[config.mk]
export PLATFORM = sky130hd
export DESIGN_NAME = xbsp_top
export DESIGN_NICKNAME = d
export VERILOG_FILES = /design/src/hw/xbsp_top.v
export VERILOG_INCLUDE_DIRS = /design/src /design/src/hw
export SDC_FILE = /design/constraint.sdc
export NUM_CORES = 1
export LEC_CHECK = 0
export BUFFER_PORTS_ARGS = -buffer_cell sky130_fd_sc_hd__buf_2
export CORE_MARGIN = 2
export CORE_UTILIZATION = 46
export CTS_CLUSTER_DIAMETER = 150
export DETAILED_ROUTE_END_ITERATION = 12
export PLACE_DENSITY = 0.77
export SKIP_CTS_REPAIR_TIMING = 1
export SLEW_MARGIN = 10
export SYNTH_ARGS = -nofsm -noshare
export SYNTH_HDL_FRONTEND = slang
export SYNTH_SLANG_ARGS = --single-unit
[constraint.sdc]
create_clock -name sys_clk -period 2.45 [get_ports sys_clk]
set_input_delay 0.49 -clock sys_clk [delete_from_list [all_inputs] [get_ports sys_clk]]
set_output_delay 0.49 -clock sys_clk [all_outputs]
set_load 0.05 [all_outputs]
[src/hw/xbsp_regs.vh]
// Register offsets, field positions, reset values and timing counts of the bus strobe block
`ifndef XBSP_REGS_VH
`define XBSP_REGS_VH

// ==========================================================
// Register byte offsets (APB, one word each)
`define XBSP_OFS_DEF_BUSCFG   12'h000
`define XBSP_OFS_CTRL         12'h004
`define XBSP_OFS_STATUS       12'h008
`define XBSP_OFS_IRQ_STAT     12'h00C
`define XBSP_OFS_IRQ_MASK     12'h010
`define XBSP_OFS_CYCLE        12'h014

// ==========================================================
// Fields of the default bus configuration register
`define XBSP_CFG_RDY_EN       9
`define XBSP_CFG_BUS_ACT      10
`define XBSP_CFG_RDY_ASYNC    12
`define XBSP_CFG_RDY_POL      13
`define XBSP_CFG_WR_SPLIT     14

// Fields of the control register
`define XBSP_CTL_HOLD         0
`define XBSP_CTL_ISOLATE      1

// Fields of the cycle request register
`define XBSP_CYC_WRITE        0
`define XBSP_CYC_BYTE         1
`define XBSP_CYC_HIGH         2
`define XBSP_CYC_XPER         3
`define XBSP_CYC_EXT          4

// Interrupt status bits
`define XBSP_IRQ_DONE         0
`define XBSP_IRQ_TRAP         1

// ==========================================================
// Reset values
`define XBSP_RST_BUSCFG_SC    16'h0000
`define XBSP_RST_BUSCFG_EXT   16'h0400

// ==========================================================
// Timing: strobe phase length in ns, and a cycle time-out in cycles
`define XBSP_STROBE_NS        100
`define XBSP_CLK_NS           50
`define XBSP_RDY_TIMEOUT      255

`endif

[src/hw/xbsp_top.v]
// External bus strobe pin logic with its APB register slave
// ==========================================================
// Summary of operation
// - Pulse address latch strobe every external cycle
// - Latch strobe also on separate-address cycles
// - Extension peripherals strobe when bus active
// - No latch strobe for internal accesses
// - No active bus flag: no strobe
// - Latch strobe low in reset, hold, isolate
// - Read strobe low during external reads
// - Read strobe high in reset, hold, isolate
// - One write strobe for byte and word
// - Split mode: low and high byte strobes
// - Write strobe high in reset, hold, isolate
// - Ready ends cycle only when enabled
// - Ready sampled synchronously or asynchronously
// - Bit 13 selects ready polarity
// - Access select sampled at reset release
// - Access select high clears default config
// - External access in single chip traps
`include "xbsp_regs.vh"

module xbsp_top #(
   parameter STB_CYC = (`XBSP_STROBE_NS + `XBSP_CLK_NS - 1) / `XBSP_CLK_NS
) (
   // Clock, reset, enable
   input  wire        sys_clk,
   input  wire        rst,
   input  wire        clk_en,
   // APB slave
   input  wire        psel,
   input  wire        penable,
   input  wire        pwrite,
   input  wire [11:0] paddr,
   input  wire [31:0] pwdata,
   output reg  [31:0] prdata,
   output wire        pready,
   output wire        pslverr,
   // External bus pins
   input  wire        external_access_select,
   input  wire        ready_in,
   output reg         addr_latch_strobe,
   output reg         read_strobe_n,
   output reg         write_low_strobe_n,
   output reg         write_high_strobe_n,
   // Trap and interrupt
   output reg         illegal_bus_trap,
   output wire        irq
);

   // ==========================================================
   // States of the bus cycle sequencer
   localparam ST_IDLE  = 2'd0;
   localparam ST_ADDR  = 2'd1;
   localparam ST_DATA  = 2'd2;
   localparam ST_WAIT  = 2'd3;
   // Ready time-out reload, sized to the counter
   localparam [7:0] RDY_TMO = `XBSP_RDY_TIMEOUT;

   reg  [15:0] busconf_ff;
   reg  [1:0]  ctrl_ff;
   reg  [1:0]  irq_stat_ff;
   reg  [1:0]  irq_mask_ff;
   reg  [4:0]  cyc_ff;
   reg  [1:0]  state_ff;
   reg  [7:0]  cnt_ff;
   reg         ea_cap_ff;
   reg         ea_done_ff;
   reg         rdy_s1_ff;
   reg         rdy_s2_ff;
   reg         rdy_q_ff;
   reg         timeout_ff;
   reg         [1:0] nxt_state;
   reg         start;

   wire wr_acc = psel & penable & pwrite;
   wire quiet  = ctrl_ff[`XBSP_CTL_HOLD] | ctrl_ff[`XBSP_CTL_ISOLATE];
   wire bus_on = busconf_ff[`XBSP_CFG_BUS_ACT];

   // Zero-wait APB slave; unmapped addresses answer with an error
   function mapped;
      input [11:0] a;
      begin
         mapped = (a == `XBSP_OFS_DEF_BUSCFG) | (a == `XBSP_OFS_CTRL)
                | (a == `XBSP_OFS_STATUS) | (a == `XBSP_OFS_IRQ_STAT)
                | (a == `XBSP_OFS_IRQ_MASK) | (a == `XBSP_OFS_CYCLE);
      end
   endfunction

   assign pready  = 1'b1;
   assign pslverr = psel & penable & ~mapped(paddr);

   // ==========================================================
   // Ready input: both paths run, configuration picks one
   // Async path needs two flops; sync path uses one for timing
   wire rdy_raw  = rdy_s2_ff;
   wire rdy_pick = busconf_ff[`XBSP_CFG_RDY_ASYNC] ? rdy_raw : rdy_q_ff;
   wire rdy_act  = busconf_ff[`XBSP_CFG_RDY_POL] ? rdy_pick : ~rdy_pick;
   wire rdy_done = busconf_ff[`XBSP_CFG_RDY_EN] & rdy_act;

   // A request is external when flagged so, or an extension peripheral with bus active
   wire req_ext  = pwdata[`XBSP_CYC_EXT] | (pwdata[`XBSP_CYC_XPER] & bus_on);
   wire req_go   = wr_acc & (paddr == `XBSP_OFS_CYCLE) & (state_ff == ST_IDLE) & ~quiet;
   wire trap_hit = req_go & pwdata[`XBSP_CYC_EXT] & ~bus_on;

   // Sequencer next state
   always @* begin
      nxt_state = state_ff;
      start     = 1'b0;
      case (state_ff)
         ST_IDLE: begin
            if (req_go & req_ext & ~trap_hit) begin
               nxt_state = ST_ADDR;
               start     = 1'b1;
            end
         end
         ST_ADDR: begin
            if (cnt_ff == 8'd0)
               nxt_state = ST_DATA;
         end
         ST_DATA: begin
            if (cnt_ff == 8'd0)
               nxt_state = busconf_ff[`XBSP_CFG_RDY_EN] ? ST_WAIT : ST_IDLE;
         end
         ST_WAIT: begin
            if (rdy_done | timeout_ff)
               nxt_state = ST_IDLE;
         end
         default: nxt_state = ST_IDLE;
      endcase
   end

   // ==========================================================
   // Reset capture of access select, after release so no port feeds async reset
   always @(posedge sys_clk or posedge rst) begin
      if (rst) begin
         ea_cap_ff  <= 1'b1;
         ea_done_ff <= 1'b0;
      end else if (clk_en && !ea_done_ff) begin
         ea_cap_ff  <= external_access_select;
         ea_done_ff <= 1'b1;
      end
   end

   // Registers, sequencer and counters
   always @(posedge sys_clk or posedge rst) begin
      if (rst) begin
         busconf_ff  <= `XBSP_RST_BUSCFG_SC;
         ctrl_ff     <= 2'b00;
         irq_stat_ff <= 2'b00;
         irq_mask_ff <= 2'b00;
         cyc_ff      <= 5'd0;
         state_ff    <= ST_IDLE;
         cnt_ff      <= 8'd0;
         rdy_s1_ff   <= 1'b0;
         rdy_s2_ff   <= 1'b0;
         rdy_q_ff    <= 1'b0;
         timeout_ff  <= 1'b0;
      end else if (clk_en) begin
         rdy_s1_ff <= ready_in;
         rdy_s2_ff <= rdy_s1_ff;
         rdy_q_ff  <= ready_in;
         // Default config follows the strap once, after the release
         if (!ea_done_ff)
            busconf_ff <= external_access_select ? `XBSP_RST_BUSCFG_SC
                                                 : `XBSP_RST_BUSCFG_EXT;
         else if (wr_acc && paddr == `XBSP_OFS_DEF_BUSCFG)
            busconf_ff <= pwdata[15:0];
         if (wr_acc && paddr == `XBSP_OFS_CTRL)
            ctrl_ff <= pwdata[1:0];
         if (wr_acc && paddr == `XBSP_OFS_IRQ_MASK)
            irq_mask_ff <= pwdata[1:0];
         // New events win over a write-one clear in the same cycle
         irq_stat_ff[`XBSP_IRQ_DONE] <= (state_ff != ST_IDLE && nxt_state == ST_IDLE)
            | (irq_stat_ff[`XBSP_IRQ_DONE] & ~(wr_acc && paddr == `XBSP_OFS_IRQ_STAT
                                              && pwdata[`XBSP_IRQ_DONE]));
         irq_stat_ff[`XBSP_IRQ_TRAP] <= trap_hit
            | (irq_stat_ff[`XBSP_IRQ_TRAP] & ~(wr_acc && paddr == `XBSP_OFS_IRQ_STAT
                                              && pwdata[`XBSP_IRQ_TRAP]));
         if (start)
            cyc_ff <= pwdata[4:0];
         // Hold or isolation aborts a running cycle
         state_ff <= quiet ? ST_IDLE : nxt_state;
         if (start || (state_ff == ST_ADDR && cnt_ff == 8'd0))
            cnt_ff <= STB_CYC[7:0] - 8'd1;
         else if (state_ff == ST_DATA && cnt_ff == 8'd0)
            cnt_ff <= RDY_TMO;
         else if (cnt_ff != 8'd0)
            cnt_ff <= cnt_ff - 8'd1;
         timeout_ff <= (state_ff == ST_WAIT) && (cnt_ff == 8'd1);
      end
   end

   // ==========================================================
   // Pin drivers: inactive levels whenever idle, held or isolated
   always @(posedge sys_clk or posedge rst) begin
      if (rst) begin
         addr_latch_strobe   <= 1'b0;
         read_strobe_n       <= 1'b1;
         write_low_strobe_n  <= 1'b1;
         write_high_strobe_n <= 1'b1;
         illegal_bus_trap    <= 1'b0;
      end else if (clk_en) begin
         illegal_bus_trap  <= trap_hit;
         // Internal accesses never reach ST_ADDR, so no strobe for them
         addr_latch_strobe <= ~quiet & (nxt_state == ST_ADDR);
         if (quiet || nxt_state == ST_IDLE || nxt_state == ST_ADDR) begin
            read_strobe_n       <= 1'b1;
            write_low_strobe_n  <= 1'b1;
            write_high_strobe_n <= 1'b1;
         end else begin
            read_strobe_n <= cyc_ff[`XBSP_CYC_WRITE];
            if (!busconf_ff[`XBSP_CFG_WR_SPLIT]) begin
               write_low_strobe_n  <= ~cyc_ff[`XBSP_CYC_WRITE];
               write_high_strobe_n <= 1'b1;
            end else begin
               // Byte lane decode; word writes fire both
               write_low_strobe_n  <= ~(cyc_ff[`XBSP_CYC_WRITE] & ~(cyc_ff[`XBSP_CYC_BYTE]
                                       & cyc_ff[`XBSP_CYC_HIGH]));
               write_high_strobe_n <= ~(cyc_ff[`XBSP_CYC_WRITE] & (~cyc_ff[`XBSP_CYC_BYTE]
                                       | cyc_ff[`XBSP_CYC_HIGH]));
            end
         end
      end
   end

   // Read mux
   always @* begin
      case (paddr)
         `XBSP_OFS_DEF_BUSCFG: prdata = {16'h0000, busconf_ff};
         `XBSP_OFS_CTRL:       prdata = {30'h00000000, ctrl_ff};
         `XBSP_OFS_STATUS:     prdata = {28'h0000000, ea_cap_ff, rdy_act, state_ff};
         `XBSP_OFS_IRQ_STAT:   prdata = {30'h00000000, irq_stat_ff};
         `XBSP_OFS_IRQ_MASK:   prdata = {30'h00000000, irq_mask_ff};
         `XBSP_OFS_CYCLE:      prdata = {27'h0000000, cyc_ff};
         default:              prdata = 32'h00000000;
      endcase
   end

   assign irq = |(irq_stat_ff & irq_mask_ff);

endmodule // xbsp_top
==> results_dict.tcl, run 1 <==
set metrics [dict create \
    synth_edf_count 0 \
    dp_slack_ns -0.395 \
    worst_pin_slew_ns 0.520 \
    vias 2408 \
    final_cell_mix "dfrtp_1, buf_2, buf_4, nand2_1" \
    cts_tree "built" \
    fin_crit_sh_pct 108 \
    async_flop_share_pct 100 \
    clock_sinks 47 \
    syn_to_final_growth_pct 31.9 \
    drv_slew 0 \
    ir_drop_mv 0.359 \
    finalNetCount 413 \
    start_util_pct 48.3 \
    min_path_type "in2async" \
    antenna_left 0 \
    post-route-min-period_ns 2.64 \
    synth_seq_cells 47 \
    clk_latency_ns 0.30 \
    placementRows 27 \
    track_usage_pct 21.0 \
    wirelength_mm 6.96 \
    die_w_um 80.8 \
    ys_types 49 \
    routed_via_density 5.59 \
    coreArea_sq_mm 0.00561 \
    maxSlewHeadroom_pct 65.2 \
    first_pass_iters 4 \
    cts_max_level 2 \
    gp_congestion 0.872 \
    drc 0 \
    power.density_mw_per_mm2 555 \
    cts_made_buffers 5 \
    critPathKind "in2out" \
    ys.warnings.count 0 \
    numPortBuffers 58 \
    die_area_sq_mm 0.00652 \
    place_area_sq_mm 0.00327 \
    first_global_vias 2173 \
    setup_tns_ns -2.18 \
    die-height_um 80.8 \
    cp-start-kind "input pin" \
    clockBufferDepth 2 \
    synthFlopType "dfrtp_1" \
    regArea_sq_mm 0.00118 \
    crit_required_ns 1.96 \
    power_mw 1.98 \
    maxCapViolations 0 \
    final_cell_area_sq_mm 0.00358 \
    cp-end-kind "output pin" \
    finalHoldViolations 0 \
    syn-instance-count 281 \
    fin_skew_ns 0.0115 \
    antenna_found_initial 0 \
    multi_input_area_sq_mm 0.00146 \
    final_core_util_pct 63.8 \
    worstPathMaxFanout 3 \
    ys_seq_area_share_pct 43.6 \
    boundaryPins 92 \
    drive_gt1_share_pct 39.3 \
    overflow 0 \
    rsz0062_at_grt "yes" \
    cts_root_buf "clkbuf_8" \
    syn_avg_cell_area_sq_um 9.64 \
    layout_setup_ws_ns -0.194 \
    grt_max_degree 28 \
    failed_checks "setup timing" \
    dp_hpwl_mm 5.01 \
    grt_pass1_wl_mm 10.6 \
    syn_area_sq_mm 0.00271 \
    fillCellCount 461 \
    status "finished with violations" \
    wl_per_cell_um 16.1 \
    drt_iter0_drc 184 \
    final_common_cell "dfrtp_1" \
    finalSetupViolations 16 \
    n_antenna_cell 0 \
    worstPathArrival_ns 2.15 \
    power.leakage_nw 1.67 \
    fmax_mhz 378 \
    clkTransAtPathRegs_ns 0.09 \
]
==> per-layer routing <==
metal  vias up  track usage, %  part of all wire, %
li1       1142               -                    -
met1      1157            29.8                   44
met2       101            33.2                   49
met3         8            3.89                  5.7
met4         0            5.93                  1.1
met5         -               0                    0
==> cell usage after synthesis (2+ instances only) <==
library cell	instances	area (sq um)
dfrtp_1	43	1080
nand2_1	22	82.6
o21ai_0	19	95.1
buf_4	18	135
a22o_1	17	149
and2_1	15	93.8
inv_1	15	56.3
mux2_2	13	146
nor2_1	13	48.8
clkbuf_1	8	30.0
nor3_1	8	40.0
a21oi_1	7	35.0
a221oi_1	7	61.3
nand3_1	7	35.0
mux2i_1	6	60.1
nor4_1	6	37.5
or3_1	5	31.3
dfstp_2	4	105
and3_1	3	18.8
ha_1	3	37.5
nand2b_1	3	18.8
o22a_1	3	26.3
or2_2	3	18.8
or4_1	3	22.5
buf_2	2	10.0
conb_1	2	7.51
nand4_1	2	12.5
nor3b_1	2	15.0
o32ai_1	2	17.5
==> critical path, stage by stage <==
cell,delay (ns)
buf_6,0.09
or4_4,0.53
or3_4,0.42
buf_6,0.14
o32ai_4,0.28
buf_6,0.20
==> sequential cells by signal, indices dropped and copies added, names as in the netlist <==
register             count
ctrl_ff                  2
rdy_q_ff                 1
write_high_strobe_n      1
illegal_bus_trap         1
ea_cap_ff                1
ea_done_ff               1
irq_stat_ff              2
rdy_raw                  1
write_low_strobe_n       1
cyc_ff                   5
irq_mask_ff              2
read_strobe_n            1
timeout_ff               1
addr_latch_strobe        1
cnt_ff                   8
busconf_ff              16
state_ff                 2
==> power by group <==
group	internal, mW	switching [mW]	leakage, nW
Clock	0.305	0.263	0.0514
Sequential	0.858	0.0912	0.615
Combinational	0.172	0.296	1.01
Total	1.33	0.650	1.67
==> metrics by stage <==
stage	cells	hold WS [ns]
floorplan	296	0.461
global placement	421	0.483
detailed placement	421	0.487
CTS	429	0.225
global route	431	0.252
finish	431	0.219
==> path summary, 6_finish.rpt <==
check / from / endpoint / slack [ns] / cells after the start
worst max-delay path: paddr[0] / prdata[2] / -0.19 / 6
worst min-delay path: rst / busconf_ff[7] / 0.22 / 2
worst max register to register: cnt_ff[1] / cnt_ff[3] / 0.15 / 8
worst min register to register: busconf_ff[11] / busconf_ff[11] / 0.51 / 1
max in group asynchronous: rst / write_low_strobe_n / 1.63 / 3
min in group sys_clk: external_access_select / busconf_ff[10] / 0.40 / 2
==> cell families (layout without fill, tap and decap cells) <==
group	after synthesis	after routing	synth area share (%)
AND/OR/NAND/NOR	99	99	20.1
multiplexers	20	20	8.45
other	2	17	0.277
AO/OA/AOI/OAI	64	64	16.9
buffers and inverters	44	107	8.68
flip-flops	47	47	43.6
adder cells (fa/ha/maj)	3	3	1.39
XOR/XNOR	2	2	0.646
==> layout make-up <==
class	instances	share of cell area [%]
clock buffer	6	2.03
multi-input combinational	205	40.9
timing repair buffer	84	18.9
clock inverter	2	1.05
sequential	47	33.0
tap	72	2.52
inverter	15	1.57
(Power assumes the default switching activity.)
==> run 2: changes to the inputs <==
- CELL_PAD_IN_SITES_DETAIL_PLACEMENT: unset -> 2
- CELL_PAD_IN_SITES_GLOBAL_PLACEMENT: unset -> 2
- CORE_UTILIZATION: 46 -> 27
- PLACE_DENSITY: 0.77 -> 0.76
==> run 2 against run 1 <==
Compared with the run above:
- the flow still finishes with violations (setup timing)
- flip-flop and latch count did not move
- combinational power rose by 9.6%
- global-route usage decreased by 3.7 points
- sequential share of layout area down 0.77 points
- clock power rose by 21%
- worst setup slack got worse by 0.028 ns
- clock skew is 0.0054 ns lower
- design area up 2.4%
- non-clock buffer count rose by 1
- critical path type unchanged
==> results_dict.tcl, run 2 (synthesis gave the netlist of run 1 again) <==
set metrics [dict create \
    status "finished with violations" \
    failed_checks "setup timing" \
    largest_reg_flops 16 \
    syn_to_final_growth_pct 35.1 \
    final_cell_mix "dfrtp_1, buf_2, buf_4, nand2_1" \
    first_pass_iters 4 \
    critical_path.max_stage_delay_ns 0.54 \
    regArea_sq_mm 0.00118 \
    clk_latency_ns 0.30 \
    ir_drop_mv 0.235 \
    place_area_sq_mm 0.00336 \
    dp_hpwl_mm 6.89 \
    grt_max_degree 28 \
    drc 0 \
    grt_pass1_wl_mm 15.2 \
    antenna_found_initial 0 \
    maxSlewHeadroom_pct 64.0 \
    coreArea_sq_mm 0.00977 \
    drt_iter0_drc 73 \
    power.switching_uw 692 \
    final_cell_area_sq_mm 0.00366 \
    min_path_type "in2async" \
    cp-start-kind "input pin" \
    cts_max_level 2 \
    placementRows 36 \
    wirelength_mm 9.44 \
    drv_slew 0 \
    finalNetCount 414 \
    layout_setup_ws_ns -0.222 \
    power.internal_mw 1.45 \
    worstPathArrival_ns 2.18 \
    overflow 0 \
    largestRegisters "busconf_ff (16), cnt_ff (8), cyc_ff (5)" \
    crit_path_frequent_cell "buf_6" \
    vias 2508 \
    cts_root_buf "clkbuf_8" \
    die_w_um 104 \
    cpMaxStageDelayCell "or4_4" \
    crit_required_ns 1.96 \
    numPortBuffers 58 \
    p_sw_share_pct 32.2 \
    cts_made_buffers 5 \
    clkTransAtPathRegs_ns 0.09 \
    whs_ns 0.168 \
    wl_per_cell_um 19.2 \
    post-route-min-period_ns 2.67 \
    finalHoldViolations 0 \
    start_util_pct 27.7 \
    power.density_mw_per_mm2 586 \
    finalSetupViolations 15 \
    clock_sinks 47 \
    gp_congestion 0.807 \
    cts_tree "built" \
    first_global_vias 2781 \
    boundaryPins 92 \
    rsz0062_at_grt "yes" \
    drive_gt1_share_pct 39.4 \
    reg2reg_from "ctrl_ff[1]" \
    crit_path_start "paddr[10]" \
    path_cells "buf_6 > or4_4 > or3_4 > buf_6 > o32ai_4 > buf_6" \
    fmax_mhz 374 \
    top_register "busconf_ff" \
    seq_power_share_pct 44.0 \
    die_area_sq_mm 0.0109 \
    p_clk_share_pct 32.1 \
    final_common_cell "dfrtp_1" \
    setup_tns_ns -2.74 \
    n_antenna_cell 0 \
    track_usage_pct 17.3 \
    fin_crit_sh_pct 109 \
    stdcell_count 493 \
    power_mw 2.15 \
    power_frac_comb_pct 23.9 \
    maxCapViolations 0 \
    clockBufferDepth 2 \
    crit_buf_inv 3 \
    routed_via_density 5.09 \
    antenna_left 0 \
    fillCellCount 1090 \
    multi_input_area_sq_mm 0.00146 \
    worstPathMaxFanout 3 \
    worst_pin_slew_ns 0.541 \
    die-height_um 104 \
    cp-end-kind "output pin" \
    dpl.cell_count 485 \
    path_delay_family "simple AND/OR/NAND/NOR gates" \
    fin_skew_ns 0.00610 \
    power.leakage_nw 1.68 \
    critPathKind "in2out" \
]
==> run 2: path summary, 6_finish.rpt <==
kind                       slack (ns)        endpoint  cells past startpoint
setup / recovery                -0.22       prdata[2]                      6
hold / removal                   0.17      ea_done_ff                      2
setup reg to reg                 0.18       cnt_ff[3]                      5
hold reg to reg                  0.51   busconf_ff[5]                      1
max in group asynchronous        1.63       ea_cap_ff                      3
min in group sys_clk             0.40  busconf_ff[10]                      2
==> run 2: worst reg2reg max path, cell delays in order (launching register included) <==
cell and delay [ns]:
dfrtp_1 0.44, or4b_2 0.66, nor4_1 0.40, and2_1 0.31, nor2_2 0.12, a221oi_1 0.24
==> run 2: power groups by stage <==
stage	Clock, mW	Combinational (mW)	Sequential (mW)
6_report	0.689	0.513	0.944
3_3_place_gp	0	0.480	0.949
4_1_cts	0.699	0.508	0.943
3_5_place_dp	0	0.502	0.957
2_1_floorplan	0	0.348	0.949
5_1_grt	0.739	0.580	0.962
==> run 2: final cells by class <==
| cell class | instances | area share [%] |
|---|---|---|
| clock inverter | 2 | 1.64 |
| sequential | 47 | 32.3 |
| timing repair buffer | 85 | 18.2 |
| clock buffer | 6 | 1.98 |
| tap | 133 | 4.55 |
| multi-input combinational | 205 | 39.8 |
| inverter | 15 | 1.54 |
==> run 2: through the flow <==
step	util [%]	setup slack, ns
finish	37.5	-0.222
global route	37.5	-0.268
CTS	35.7	-0.407
detailed placement	34.3	-0.400
global placement	34.3	-0.354
floorplan	-	-0.120
==> run 2: metal layers <==
| metal | wire length, um | GRT usage (%) | up-vias |
|---|---|---|---|
| li1 | - | - | 1141 |
| met1 | 4170 | 22.9 | 1279 |
| met2 | 4710 | 29.8 | 74 |
| met3 | 437 | 3.26 | 14 |
| met4 | 127 | 3.09 | 0 |
| met5 | 0 | 0 | - |
